==> src/rtl/pfci_pkg.sv <==
// shared constants and types of the pause frame control interface
package pfci_pkg;
  localparam int unsigned PFCI_NPRIO = 9;
  localparam int unsigned PFCI_GLOBAL = 8;
  localparam int unsigned PFCI_NEVT = 5;
  // apb byte offsets
  localparam logic [7:0] PFCI_CTRL_OFF = 8'h00;
  localparam logic [7:0] PFCI_RXEN_OFF = 8'h04;
  localparam logic [7:0] PFCI_STA_LO_OFF = 8'h08;
  localparam logic [7:0] PFCI_STA_HI_OFF = 8'h0c;
  localparam logic [7:0] PFCI_PEER_LO_OFF = 8'h10;
  localparam logic [7:0] PFCI_PEER_HI_OFF = 8'h14;
  localparam logic [7:0] PFCI_STATUS_OFF = 8'h18;
  localparam logic [7:0] PFCI_MASK_OFF = 8'h1c;
  localparam logic [7:0] PFCI_REQ_OFF = 8'h20;
  // event bit positions in status and mask
  localparam int unsigned PFCI_EV_GCP = 0;
  localparam int unsigned PFCI_EV_PCP = 1;
  localparam int unsigned PFCI_EV_GPP = 2;
  localparam int unsigned PFCI_EV_PPP = 3;
  localparam int unsigned PFCI_EV_REJ = 4;
  // reset values
  localparam logic [23:0] PFCI_CTRL_RST = 24'h00_0000;
  localparam logic [8:0] PFCI_RXEN_RST = 9'h1ff;
  localparam logic [47:0] PFCI_ADDR_RST = 48'h0000_0000_0000;
  localparam logic [4:0] PFCI_MASK_RST = 5'h00;
  // frame field values
  localparam logic [47:0] PFCI_FLOW_MCAST = 48'h0180_c200_0001;
  localparam logic [15:0] PFCI_ETYPE = 16'h8808;
  localparam logic [15:0] PFCI_OP_GLOBAL = 16'h0001;
  localparam logic [15:0] PFCI_OP_PRIO = 16'h0101;

  typedef enum logic [1:0] {
    PFCI_APB_IDLE = 2'b00,
    PFCI_APB_DONE = 2'b01
  } pfci_apb_type;

  // one frame class: bit 0 enable, bits 1..5 checks
  typedef struct packed {
    logic opcode_check;
    logic ethertype_check;
    logic srcaddr_check;
    logic ucast_check;
    logic mcast_check;
    logic class_en;
  } pfci_class_type;

  // index 0 global control, 1 priority control, 2 global flow, 3 priority flow
  typedef pfci_class_type [3:0] pfci_cfg_type;

  // parsed header of a received mac control frame
  typedef struct packed {
    logic valid;
    logic good;
    logic [47:0] dest;
    logic [47:0] src;
    logic [15:0] ethertype;
    logic [15:0] opcode;
    logic [7:0] prio_vec;
    logic [7:0][15:0] quanta;
  } pfci_frame_type;
endpackage

==> src/rtl/pfci_top.sv <==
// pause frame control interface: rx classification, flow handshake, apb registers
//
// Contract
// [RQ1] rx priority enable gates only user outputs
// [RQ2] tx priority enable permits pause transmission
// [RQ3] global control class only while enabled
// [RQ4] priority control class only while enabled
// [RQ5] global flow class only while enabled
// [RQ6] priority flow class only while enabled
// [RQ7] multicast address checked only when selected
// [RQ8] unicast address checked only when selected
// [RQ9] source address checked only when selected
// [RQ10] ethertype checked only when selected
// [RQ11] opcode checked only when selected
// [RQ12] request bit set, held until processed
// [RQ13] user acknowledges each request bit
// [RQ14] valid marks fresh quanta, global on 8
// [RQ15] user applies flagged quanta
// [RQ16] eight priority quanta outputs of 16 bits
// [RQ17] global quanta lands on index 8
// [RQ18] acknowledge clears request for reuse
// [RQ19] rx side on rx clock, tx resynchronised
module pfci_top
  import pfci_pkg::*;
(
  input wire logic sys_clk,
  input wire logic rstn,
  input wire logic psel,
  input wire logic penable,
  input wire logic pwrite,
  input wire logic [7:0] paddr,
  input wire logic [31:0] pwdata,
  output logic [31:0] prdata,
  output logic pready,
  output logic pslverr,
  input wire pfci_frame_type rx_frame,
  input wire logic [8:0] rx_flow_acknowledge,
  output logic [8:0] rx_flow_request,
  output logic [8:0] rx_flow_valid,
  output logic [8:0][15:0] rx_flow_quanta,
  input wire logic [8:0] tx_flow_prio_enable,
  output logic [8:0] tx_flow_gate,
  output logic irq
);

  typedef struct packed {
    pfci_apb_type apb;
    logic ready;
    logic slverr;
    logic [31:0] rdata;
    pfci_cfg_type cfg;
    logic [8:0] rx_en;
    logic [47:0] station;
    logic [47:0] peer;
    logic [4:0] status;
    logic [4:0] mask;
    logic irq;
    logic [8:0] req;
    logic [8:0] valid;
    logic [8:0][15:0] quanta;
    logic [8:0] tx_s1;
    logic [8:0] tx_s2;
  } pfci_state_type;

  pfci_state_type s;
  pfci_state_type next_s;

  // one class accepts a good frame when enabled, one selected address check matches and every other selected check passes
  function automatic logic class_pass(
    input pfci_class_type c,
    input pfci_frame_type f,
    input logic [47:0] station,
    input logic [47:0] peer,
    input logic [15:0] op
  );
    logic da_ok;
    logic sa_ok;
    logic et_ok;
    logic op_ok;
    // with neither address check selected any destination is taken
    da_ok = !(c.mcast_check || c.ucast_check) ||
            (c.mcast_check && f.dest == PFCI_FLOW_MCAST) || // [RQ7]
            (c.ucast_check && f.dest == station); // [RQ8]
    sa_ok = !c.srcaddr_check || f.src == peer; // [RQ9]
    et_ok = !c.ethertype_check || f.ethertype == PFCI_ETYPE; // [RQ10]
    op_ok = !c.opcode_check || f.opcode == op; // [RQ11]
    return c.class_en && f.valid && f.good && da_ok && sa_ok && et_ok && op_ok;
  endfunction

  logic prio_grp;
  logic gcp_hit;
  logic pcp_hit;
  logic gpp_hit;
  logic ppp_hit;
  logic [8:0] flow_hit;
  logic [8:0] flow_set;
  logic [4:0] events;
  logic [4:0] clr;
  logic apb_wr;

  always_comb begin
    // the opcode picks the group; with opcode checks off, the global
    // group takes every frame that is not priority based
    prio_grp = rx_frame.opcode == PFCI_OP_PRIO;
    gpp_hit = !prio_grp &&
              class_pass(s.cfg[2], rx_frame, s.station, s.peer, PFCI_OP_GLOBAL); // [RQ5]
    gcp_hit = !prio_grp && !gpp_hit &&
              class_pass(s.cfg[0], rx_frame, s.station, s.peer, PFCI_OP_GLOBAL); // [RQ3]
    ppp_hit = prio_grp &&
              class_pass(s.cfg[3], rx_frame, s.station, s.peer, PFCI_OP_PRIO); // [RQ6]
    pcp_hit = prio_grp && !ppp_hit &&
              class_pass(s.cfg[1], rx_frame, s.station, s.peer, PFCI_OP_PRIO); // [RQ4]
    flow_hit = {gpp_hit, ppp_hit ? rx_frame.prio_vec : 8'h00};
    // internal processing sees every hit; the enable masks only the outputs
    flow_set = flow_hit & s.rx_en; // [RQ1]
    events = '0;
    events[PFCI_EV_GCP] = gcp_hit;
    events[PFCI_EV_PCP] = pcp_hit;
    events[PFCI_EV_GPP] = gpp_hit;
    events[PFCI_EV_PPP] = ppp_hit;
    events[PFCI_EV_REJ] = rx_frame.valid && !(gcp_hit || pcp_hit || gpp_hit || ppp_hit);

    next_s = s;
    // writes land on the edge where the master sees pready high
    apb_wr = psel && penable && pwrite && s.ready;
    clr = '0;
    case (s.apb)
      PFCI_APB_IDLE: begin
        if (psel && penable) begin
          next_s.apb = PFCI_APB_DONE;
          next_s.ready = 1'b1;
          next_s.slverr = 1'b0;
          next_s.rdata = '0;
          case (paddr)
            PFCI_CTRL_OFF: next_s.rdata[23:0] = s.cfg;
            PFCI_RXEN_OFF: next_s.rdata[8:0] = s.rx_en;
            PFCI_STA_LO_OFF: next_s.rdata = s.station[31:0];
            PFCI_STA_HI_OFF: next_s.rdata[15:0] = s.station[47:32];
            PFCI_PEER_LO_OFF: next_s.rdata = s.peer[31:0];
            PFCI_PEER_HI_OFF: next_s.rdata[15:0] = s.peer[47:32];
            PFCI_STATUS_OFF: next_s.rdata[4:0] = s.status;
            PFCI_MASK_OFF: next_s.rdata[4:0] = s.mask;
            PFCI_REQ_OFF: next_s.rdata[24:0] = {s.tx_s2, 7'h00, s.req};
            default: next_s.slverr = 1'b1;
          endcase
        end
      end
      PFCI_APB_DONE: begin
        next_s.apb = PFCI_APB_IDLE;
        next_s.ready = 1'b0;
        next_s.slverr = 1'b0;
        if (apb_wr) begin
          case (paddr)
            PFCI_CTRL_OFF: next_s.cfg = pwdata[23:0];
            PFCI_RXEN_OFF: next_s.rx_en = pwdata[8:0];
            PFCI_STA_LO_OFF: next_s.station[31:0] = pwdata;
            PFCI_STA_HI_OFF: next_s.station[47:32] = pwdata[15:0];
            PFCI_PEER_LO_OFF: next_s.peer[31:0] = pwdata;
            PFCI_PEER_HI_OFF: next_s.peer[47:32] = pwdata[15:0];
            PFCI_STATUS_OFF: clr = pwdata[4:0];
            PFCI_MASK_OFF: next_s.mask = pwdata[4:0];
            default: clr = '0;
          endcase
        end
      end
      default: begin
        next_s.apb = PFCI_APB_IDLE;
        next_s.ready = 1'b0;
      end
    endcase

    // a new event in the clearing cycle survives
    next_s.status = (s.status & ~clr) | events;
    next_s.irq = |(next_s.status & next_s.mask);

    // ack clears, a fresh frame in the same cycle sets again
    next_s.req = (s.req & ~rx_flow_acknowledge) | flow_set; // [RQ12] [RQ18]
    next_s.valid = flow_set; // [RQ14]
    for (int i = 0; i < PFCI_NPRIO; i++) begin
      if (flow_set[i]) begin
        // global pause carries its single quanta in the first slot
        next_s.quanta[i] = (i == PFCI_GLOBAL) ? rx_frame.quanta[0] : // [RQ17]
                           rx_frame.quanta[i[2:0]]; // [RQ16]
      end
    end

    // tx enable arrives from the transmit side: two flops before use
    next_s.tx_s1 = tx_flow_prio_enable; // [RQ19]
    next_s.tx_s2 = s.tx_s1; // [RQ2]
  end

  always_ff @(posedge sys_clk or negedge rstn) begin
    if (!rstn) begin
      s <= '0;
      s.apb <= PFCI_APB_IDLE;
      s.cfg <= PFCI_CTRL_RST;
      s.rx_en <= PFCI_RXEN_RST;
      s.station <= PFCI_ADDR_RST;
      s.peer <= PFCI_ADDR_RST;
      s.mask <= PFCI_MASK_RST;
    end else begin
      s <= next_s;
    end
  end

  assign prdata = s.rdata;
  assign pready = s.ready;
  assign pslverr = s.slverr;
  assign rx_flow_request = s.req;
  assign rx_flow_valid = s.valid;
  assign rx_flow_quanta = s.quanta;
  assign tx_flow_gate = s.tx_s2;
  assign irq = s.irq;
endmodule

==> config.mk <==
export PLATFORM = sky130hd
export DESIGN_NAME = pfci_top
export DESIGN_NICKNAME = d
export VERILOG_FILES = /design/src/rtl/pfci_pkg.sv /design/src/rtl/pfci_top.sv
export SDC_FILE = /design/constraint.sdc
export NUM_CORES = 1
export LEC_CHECK = 0
export ABC_AREA = 1
export ABC_CLOCK_PERIOD_IN_PS = 2100
export BUFFER_PORTS_ARGS = -buffer_cell sky130_fd_sc_hd__buf_2
export CAP_MARGIN = 20
export CORE_AREA = 2 2 209 211
export DETAILED_ROUTE_END_ITERATION = 8
export DIE_AREA = 0 0 211 213
export MAX_ROUTING_LAYER = met4
export PLACE_DENSITY_LB_ADDON = 0.1
export RECOVER_POWER = 25
export SLEW_MARGIN = 10
export SYNTH_ARGS = -nofsm -noshare
export SYNTH_HDL_FRONTEND = slang
export SYNTH_SLANG_ARGS = --single-unit
==> constraint.sdc <==
create_clock -name sys_clk -period 2.1 [get_ports sys_clk]
set_input_delay 0.105 -clock sys_clk [delete_from_list [all_inputs] [get_ports sys_clk]]
set_output_delay 0.105 -clock sys_clk [all_outputs]
set_load 0.05 [all_outputs]
; ---- After elaboration in Yosys (flattened, before gate mapping)
; Cells that the tools add are included.
[op_classes]
addsub = 0
n_mul = 0
div = 0
magnitude_cmp = 0
n_eq_ne = 16
n_shift = 0
n_mux = 17
bitwise = 8
reduce_logical = 102
[ops]
columns = op, count
row1 = $eq 48x48->1, 2
row2 = $eq 48x41->1 const B, 1
row3 = $pmux 5 s9, 1
row4 = $logic_and 1x1->1, 42
row5 = $mux 36, 1
row6 = $pmux 7 s5, 1
row7 = $eq 8x5->1 const B, 4
row8 = $pmux 8 s4, 1
row9 = $mux 5, 6
row10 = $pmux 4 s7, 1
row11 = $logic_or 1x1->1, 27
row12 = $logic_not 1->1, 20
row13 = $and 9x9->9, 2
row14 = $reduce_and 3->1, 6
row15 = $eq 16x1->1 const B, 1
row16 = $eq 16x16->1 const B, 1
row17 = $eq 16x9->1 const B, 1
row18 = $eq 8x4->1 const B, 2
row19 = $pmux 7 s2, 1
row20 = $and 5x5->5, 2
row21 = $not 9->9, 1
row22 = $or 9x9->9, 1
row23 = $reduce_or 9->1, 1
row24 = $eq 8x3->1 const B, 1
row25 = 15 further kinds, 16
[word_totals]
reg_bits = 356
latch_bits = 0
ram_bits = 0
romBits = 0
input_bits = 329
output_inout_bits = 206
elab_cells = 192
n_memories = 0

; ---- Depth between registers and ports, before layout
; Gate-level depths: netlist of run 1.
[logic_depth]
word_depth = 20
ltp_mapped = 18
depth_no_buf = 18

; ---- Worst setup path after synthesis of run 1
; No wires, ideal clock.
[synth_timing]
path_type = reg-to-reg
from = register s[206] (netlist name)
to = register s, in the netlist rx_flow_quanta[102]
setup_ns = 0.116
t_arrival_ns = 1.804
required_time_ns = 1.984
setup_slack_ns = 0.179
stages_incl_launch_ff = 14
path_buffers = 1
period_less_slack_ns = 1.921
path_cell_list = dfrtp_1 -> xnor2_1 -> nand2_1 -> nor2_1 -> nand2_1 -> nor2_1 -> nand3_2 -> a21oi_2 -> nand3_4 -> clkinv_4 -> nand3_4 -> buf_2 -> nand2_1 -> nand2_1
[synth_via]
elab_chain_cells = 8
[synth_lines]
columns = item, line_no
row1 = start: declaration, pfci_top.sv:65  ; pfci_state_type s;
row2 = start signal: assignment, pfci_top.sv:202  ; s <= next_s;
row3 = $eq 48x48->1, pfci_top.sv:84  ; sa_ok = !c.srcaddr_check || f.src == peer;
row4 = $logic_or 1x1->1, pfci_top.sv:84
row5 = $logic_and 1x1->1 (3 in a row), pfci_top.sv:87  ; return c.class_en && f.valid && f.good && da_ok && sa_ok && et_ok && op_ok;
row6 = $logic_and 1x1->1, pfci_top.sv:109  ; ppp_hit = prio_grp &&
row7 = $mux 8, pfci_top.sv:113  ; flow_hit = {gpp_hit, ppp_hit ? rx_frame.prio_vec : 8'h00};
row8 = $and 9x9->9, pfci_top.sv:115  ; flow_set = flow_hit & s.rx_en;
; No other way between the ends.
; A chain may end at the register's enable or synchronous reset.

; ---- Final worst setup path of run 1
[layout_timing]
from = register s[205] (netlist name)
to = register s, in the netlist rx_flow_quanta[93]
; Same word-level chain as after synthesis.

==> results of run 1 <==
[how the worst min path moves through the flow]
stage	from	end	depth (start not counted)
2_1_floorplan	rstn	irq	0
3_3_place_gp	rstn	rx_flow_quanta[92]	1
3_5_place_dp	rstn	rx_flow_quanta[91]	1
4_1_cts	pwdata[1]	s[297]	3
5_1_grt	pwdata[1]	s[297]	3
6_report	pwdata[1]	s[192]	3
[Yosys cell counts (all sizes together)]
cell / instances / share of area, %
nand2: 778 / 17
dfrtp: 345 / 50
buf: 226 / 9.9
o21ai: 201 / 5.8
inv: 166 / 3.7
nor2: 109 / 2.4
xnor2: 55 / 2.8
clkbuf: 39 / 0.84
a21oi: 37 / 1.1
nand3: 31 / 1.6
a221oi: 28 / 1.4
nor3: 14 / 0.40
dfstp: 9 / 1.4
nand4: 9 / 0.32
o22ai: 8 / 0.29
a22o: 6 / 0.30
a31oi: 5 / 0.18
a21o: 4 / 0.17
nand3b: 4 / 0.17
a32o: 3 / 0.17
or2: 3 / 0.11
xor2: 3 / 0.15
a22oi: 1 / 0.043
clkinv: 1 / 0.051
nor4: 1 / 0.036
o2111ai: 1 / 0.051
o211ai: 1 / 0.043
[metal layers]
metal	track usage (%)	vias to the layer above	share of wire (%)
met5	-	-	0
met4	7.989	0	2.4
met3	5.824	89	6.9
met2	45.33	576	49
met1	34.27	7644	42
li1	-	7864	-
[cell type report]
type                       instances  area [um^2]  area share (%)
sequential                       354         8870           35.91
multi-input combinational       1304         6500           26.31
timing repair buffer             934         6445           26.09
clock buffer                      58         1225           4.959
inverter                         167        689.4           2.791
tap                              546        683.2           2.766
clock inverter                    17        196.4          0.7952
timing repair inverter             5        56.30          0.2279
antenna                           15        37.54          0.1520
[repair_timing]
action | 4_1_cts | 5_1_grt
setup endpoints to repair | 163 | 167
gates resized for setup | 85 | 134
endpoints found under the hold margin | 619 | 0
gates cloned | 4 | 7
buffers inserted | 22 | 10
hold buffers | 188 | 0
pin swaps | 30 | 52
[worst max-delay path: cells and delay by family, from the launching register on]
kind                      cells  cell delay (ns)
buffers and inverters         3             0.40
AOI/OAI and AO/OA             1             0.20
xor gates and xnor gates      1             0.16
and+or+nand+nor               9             1.02
DFF                           1             0.40
[logic make-up (layout without fill, tap and decap cells)]
group / Yosys count / count (layout) / share of synthesized area [%]
flip-flops: 354 / 354 / 51.14
AO/OA/AOI/OAI: 295 / 295 / 9.559
AND/OR/NAND/NOR: 949 / 951 / 21.93
other: 0 / 15 / 0
buffers and inverters: 432 / 1181 / 14.44
XOR/XNOR: 58 / 58 / 2.929
[power by group through the flow]
stage	registers, W	clock network (W)	logic [W]
floorplan	0.00707	0	0.000532
global placement	0.00707	0	0.00119
global route	0.00695	0.00806	0.00162
finish	0.00695	0.00758	0.00148
detailed placement	0.00707	0	0.00120
CTS	0.00695	0.00777	0.00149
[sequential cells by signal, indices dropped and copies added (netlist names)]
register,flops
rx_flow_quanta,144
s,140
prdata,32
next_s,9
rx_flow_request,9
rx_flow_valid,9
tx_flow_gate,9
irq,1
pslverr,1
[cell usage in the layout, fill, tap and decap left out, types with 11 or more instances in the layout]
cell type and count:
buf_6 18, o21ai_1 24, nand2_4 13, nand2_1 660, nor2_1 89, buf_2 533, dfrtp_1 345, nor2_2 16
diode_2 15, buf_4 171, inv_2 12, buf_12 14, o21ai_0 171, nor3_1 13, nand3_4 11, nand3_1 17
a21oi_1 34, a221oi_1 28, clkbuf_16 48, inv_1 147, dlygate4sd3_1 188, xnor2_1 52, nand2_2 105
[stage by stage]
step	instance area (um^2)	worst slack [ns]
finish	24700	-0.1993
global route	24700	-0.3471
CTS	24160	-0.1461
detailed placement	20390	-0.2961
global placement	20390	-0.2672
floorplan	17340	0.1794
==> run metrics, run 1 <==
PwrDens 648.2 nW/um^2; crit start category register; final-report setup violation count between 150 and 200; gr ovfl total 0; LEAKAGE 13.14 nW; clk_lat worst skew 0.56 ns; Final Util 57.86%; Root Buffer clkbuf_16; placed cells 3083; achievable clock frequency ~430 MHz; Starting DRT DRC Count 1100; Reg2Reg Setup Slack -0.20 ns; Worst Reg-to-Reg Cells 14; Slew Limit Headroom -2.883%; Hold Path Class input port to register; status finished with violations; Sw Pwr 0.003882 W; Total Negative Setup Slacks -17.57 ns; Post-Synthesis Cells about 2.1k; # port buffers 534; failing checks capacitance limit, slew limit, setup timing; Mapped Nets about 2.4k; worst reg2reg path startpoint s[205]; unrepaired setup endpoints after global routing yes; Initial Util slightly above 40%; mean post-synth cell area 8.307 um^2; CTS H-Tree Depth 2; Reg clk slew, reported paths 0.06 ns; Fillers 3902; CP endpoint kind register; DRT Pass-1 Iters 5; reg-to-reg endpoint rx_flow_quanta[93]; CTS tree done; post-synth cell types 38; Switching Fraction 24.24%; Die X 211 um; Max Slew Vio Count 54; CP Cell Sequence xnor2_1 -> nand2_1 -> nor2_1 -> nand2_1 -> nor2_1 -> nand3_4 -> a21oi_4 -> nand3_4 -> clkinv_8 -> buf_12 -> nand3_4 -> buf_12 -> nand2_1 -> nand2_1; worst-margin pin slew 1.543 ns; largest net degree at the start of global routing 76; Max Cap Violations 1; Tcrit/Tclk final 109.5%; Layout Cells excl Fill 3400; Ys Warns 0; P&R area growth vs syn 42.43%; vias in the first global route 16.03k; critical path class register to register; Worst Setup SP s[205]; Slowest cell on crit path dfrtp_1; overall power around 0.016 W; CP peak stage delay 0.40 ns; Worst EP required 2.54 ns; num ports 535; DP Wirelength between 40000 and 50000 um; Critical Path AT 2.74 ns; most numerous cell on the critical path nand2_1; post-synthesis sequential area ratio 51.14%; ratio of cells with drive above 1 in the final layout 35.79%; GRT Util Overall between 20% and 30%; routed via count between 15k and 20k; highest net fanout along the worst path 11; Antenna Violating Nets Remaining 0; first-pass GRT wire length 91440 um; Min Clock Period, post-route 2.299 ns; hold_ws roughly 0.028 ns; Reg power frac 43.4%; setup ws final -0.1993 ns; combinational share of power about a tenth; DRC Markers 0; height of the die 213 um; die area around 45000 um^2; routed len/inst 18.13 um; mapped cell area 17340 um^2; clk_skew 0.01298 ns; Vias/cell 4.757; end point of the critical path rx_flow_quanta[93]; worst vdd ir 0.4641 mV; row cnt 76; initial antenna violation count 15; Final Hold Fails 0; total wire length roughly 62000 um; Pint 0.01213 W; GP Congestion slightly above 0.9; Seq cells post-synth between 300 and 400; Core ar. 42700 um^2; final net count approximately 3.1k; power share of the clock group 47.4%; clk buf depth 3; CTS Sinks 354; CTS buffer count 43
Note: power is estimated with default switching activity, not from simulation.
==> run 2, diff against run 1 <==
ABC_CLOCK_PERIOD_IN_PS = 2800   (was 2100)
CORE_AREA = 2 2 208 210   (was 2 2 209 211)
DIE_AREA = 0 0 210 212   (was 0 0 211 213)
clock period = 2.8 ns   (was 2.1 ns; I/O delays follow)
==> run metrics, run 2 (synthesized netlist as in run 1, its figures left out) <==
family with the most delay on the worst path simple AND/OR/NAND/NOR gates; DP Wirelength 43410 um; total wire length between 50000 and 60000 um; Total Negative Setup Slacks 0 ns; WP buf/inv 3; DRC Markers 0; P&R area growth vs syn 29.09%; Tcrit/Tclk final slightly above 90%; GRT Util Overall 27.20%; CTS Sinks 354; largest net degree at the start of global routing 86; achievable clock frequency 385.4 MHz; Worst EP required 3.29 ns; initial antenna violation count 23; ratio of cells with drive above 1 in the final layout 25.81%; GP Congestion about 0.9; # port buffers around 530; worst-margin pin slew 1.915 ns; final net count 2951; Max Slew Vio Count slightly below 70; clk_skew 0.02605 ns; commonest non-fill, non-tap cell in the layout nand2_1; Final Util 52.67%; unrepaired setup endpoints after global routing no; routed len/inst 18.38 um; Slew Limit Headroom -27.65%; clk buf depth 3; PwrDens 512.6 nW/um^2; Core ar. 42510 um^2; Antenna Violating Nets Remaining 0; highest net fanout along the worst path 7; row cnt 76; Die X 210 um; multi-input logic area around 6000 um^2; critical path class register to register; CP endpoint kind register; Hold Crit Start rx_frame[132]; Worst Reg-to-Reg Cells 15; Max Cap Violations 1; Reg2Reg Setup Slack 0.21 ns; Starting DRT DRC Count 1116; DRT Pass-1 Iters 5; CP Cell Sequence inv_1 -> nand2_1 -> nand2_1 -> nor2_1 -> nand2_1 -> nor2_1 -> nand2_1 -> nor2_4 -> nand3_1 -> nand2_2 -> nand3_4 -> clkinv_8 -> nand3_4 -> o21ai_0 -> dlygate4sd3_1; height of the die 212 um; Root Buffer clkbuf_16; most numerous cell on the critical path nand2_1; Placed Area just under 20000 um^2; worst vdd ir just over 0.3 mV; LEAKAGE between 10 and 15 nW; Hold Path Depth 3; crit start category register; routed via count 15.36k; num ports between 500 and 600; reg-to-reg endpoint rx_flow_request[2]; setup ws final approximately 0.2 ns; Fillers ~4.0k; Critical Path AT 3.09 ns; failing checks capacitance limit, slew limit; Hold Path Class input port to register; clk_lat worst skew 0.56 ns; Hold Path Sink rx_flow_request[4]; Min Clock Period, post-route 2.595 ns; final-report setup violation count 0; Final Hold Fails 0; Reg clk slew, reported paths 0.06 ns; die area 44520 um^2; status finished with violations; overall power 0.01148 W; Vias/cell between 4 and 5; CTS tree done; CTS H-Tree Depth 2; max reg flops 144; Initial Util 40.80%; first-pass GRT wire length 89500 um; CTS buffer count 41; final instance area between 20000 and 25000 um^2; most frequent cells in the layout nand2_1, buf_2, dfrtp_1, o21ai_0, dlygate4sd3_1; CP peak stage delay around 0.56 ns; Slowest cell on crit path dlygate4sd3_1; worst reg2reg path startpoint s[272]; Register Area 8870 um^2; gr ovfl total 0; Post-Place Worst Slack 0.1954 ns; vias in the first global route approximately 16k
run 2: how the worst max path moves through the flow:
stage	cells after the start	endpoint	slack, ns	start
4_1_cts	12	rx_flow_request[2]	0.03	s[222]
2_1_floorplan	13	rx_flow_quanta[102]	0.88	s[206]
6_report	15	rx_flow_request[2]	0.21	s[272]
5_1_grt	15	rx_flow_request[2]	0.01	s[272]
3_3_place_gp	16	rx_flow_quanta[100]	0.23	rx_frame[240]
3_5_place_dp	16	rx_flow_quanta[103]	0.20	rx_frame[248]
run 2: metal layers:
layer / wire, um / GRT usage [%]
met1: 24390 / 33.25
met3: 4608 / 6.219
met2: 28380 / 44.63
met4: 1796 / 9.318
met5: 0 / -
run 2: where the power goes:
group / switching [W] / internal, W
sequential: 0.0000353 / 0.00517
clock: 0.00215 / 0.00306
combinational: 0.000596 / 0.000461
run 2: worst min-delay path, delay by kind of cell:
kind | cells | cell delay, ns
AOI/OAI and AO/OA | 1 | 0.11
buffers and inverters | 1 | 0.11
and+or+nand+nor | 1 | 0.21
run 2: area by class of cell:
| type | count | area share (%) |
|---|---|---|
| diodes | 23 | 0.2571 |
| repair buffers | 756 | 21.63 |
| well taps | 546 | 3.051 |
| inverters | 167 | 2.934 |
| clock buffers | 60 | 5.359 |
| multi-input cells | 1302 | 26.74 |
| clock inverters | 11 | 0.4080 |
| flip-flops and latches | 354 | 39.62 |
run 2: stage by stage:
| stage | instances | hold WS, ns |
|---|---|---|
| 6_report | 3219 | 0.05308 |
| 5_1_grt | 3219 | 0.05547 |
| 4_1_cts | 3192 | 0.02050 |
| 3_5_place_dp | 2941 | 0.1564 |
| 3_3_place_gp | 2941 | 0.1476 |
| 2_1_floorplan | 2088 | -0.1556 |
run 2: timing repair:
item                                    in CTS  in global routing
gates resized for setup                      0                  4
hold endpoints to repair                   320                  0
hold buffers                               180                  0
buffers inserted                             0                  4
endpoints found under the setup margin       0                 89
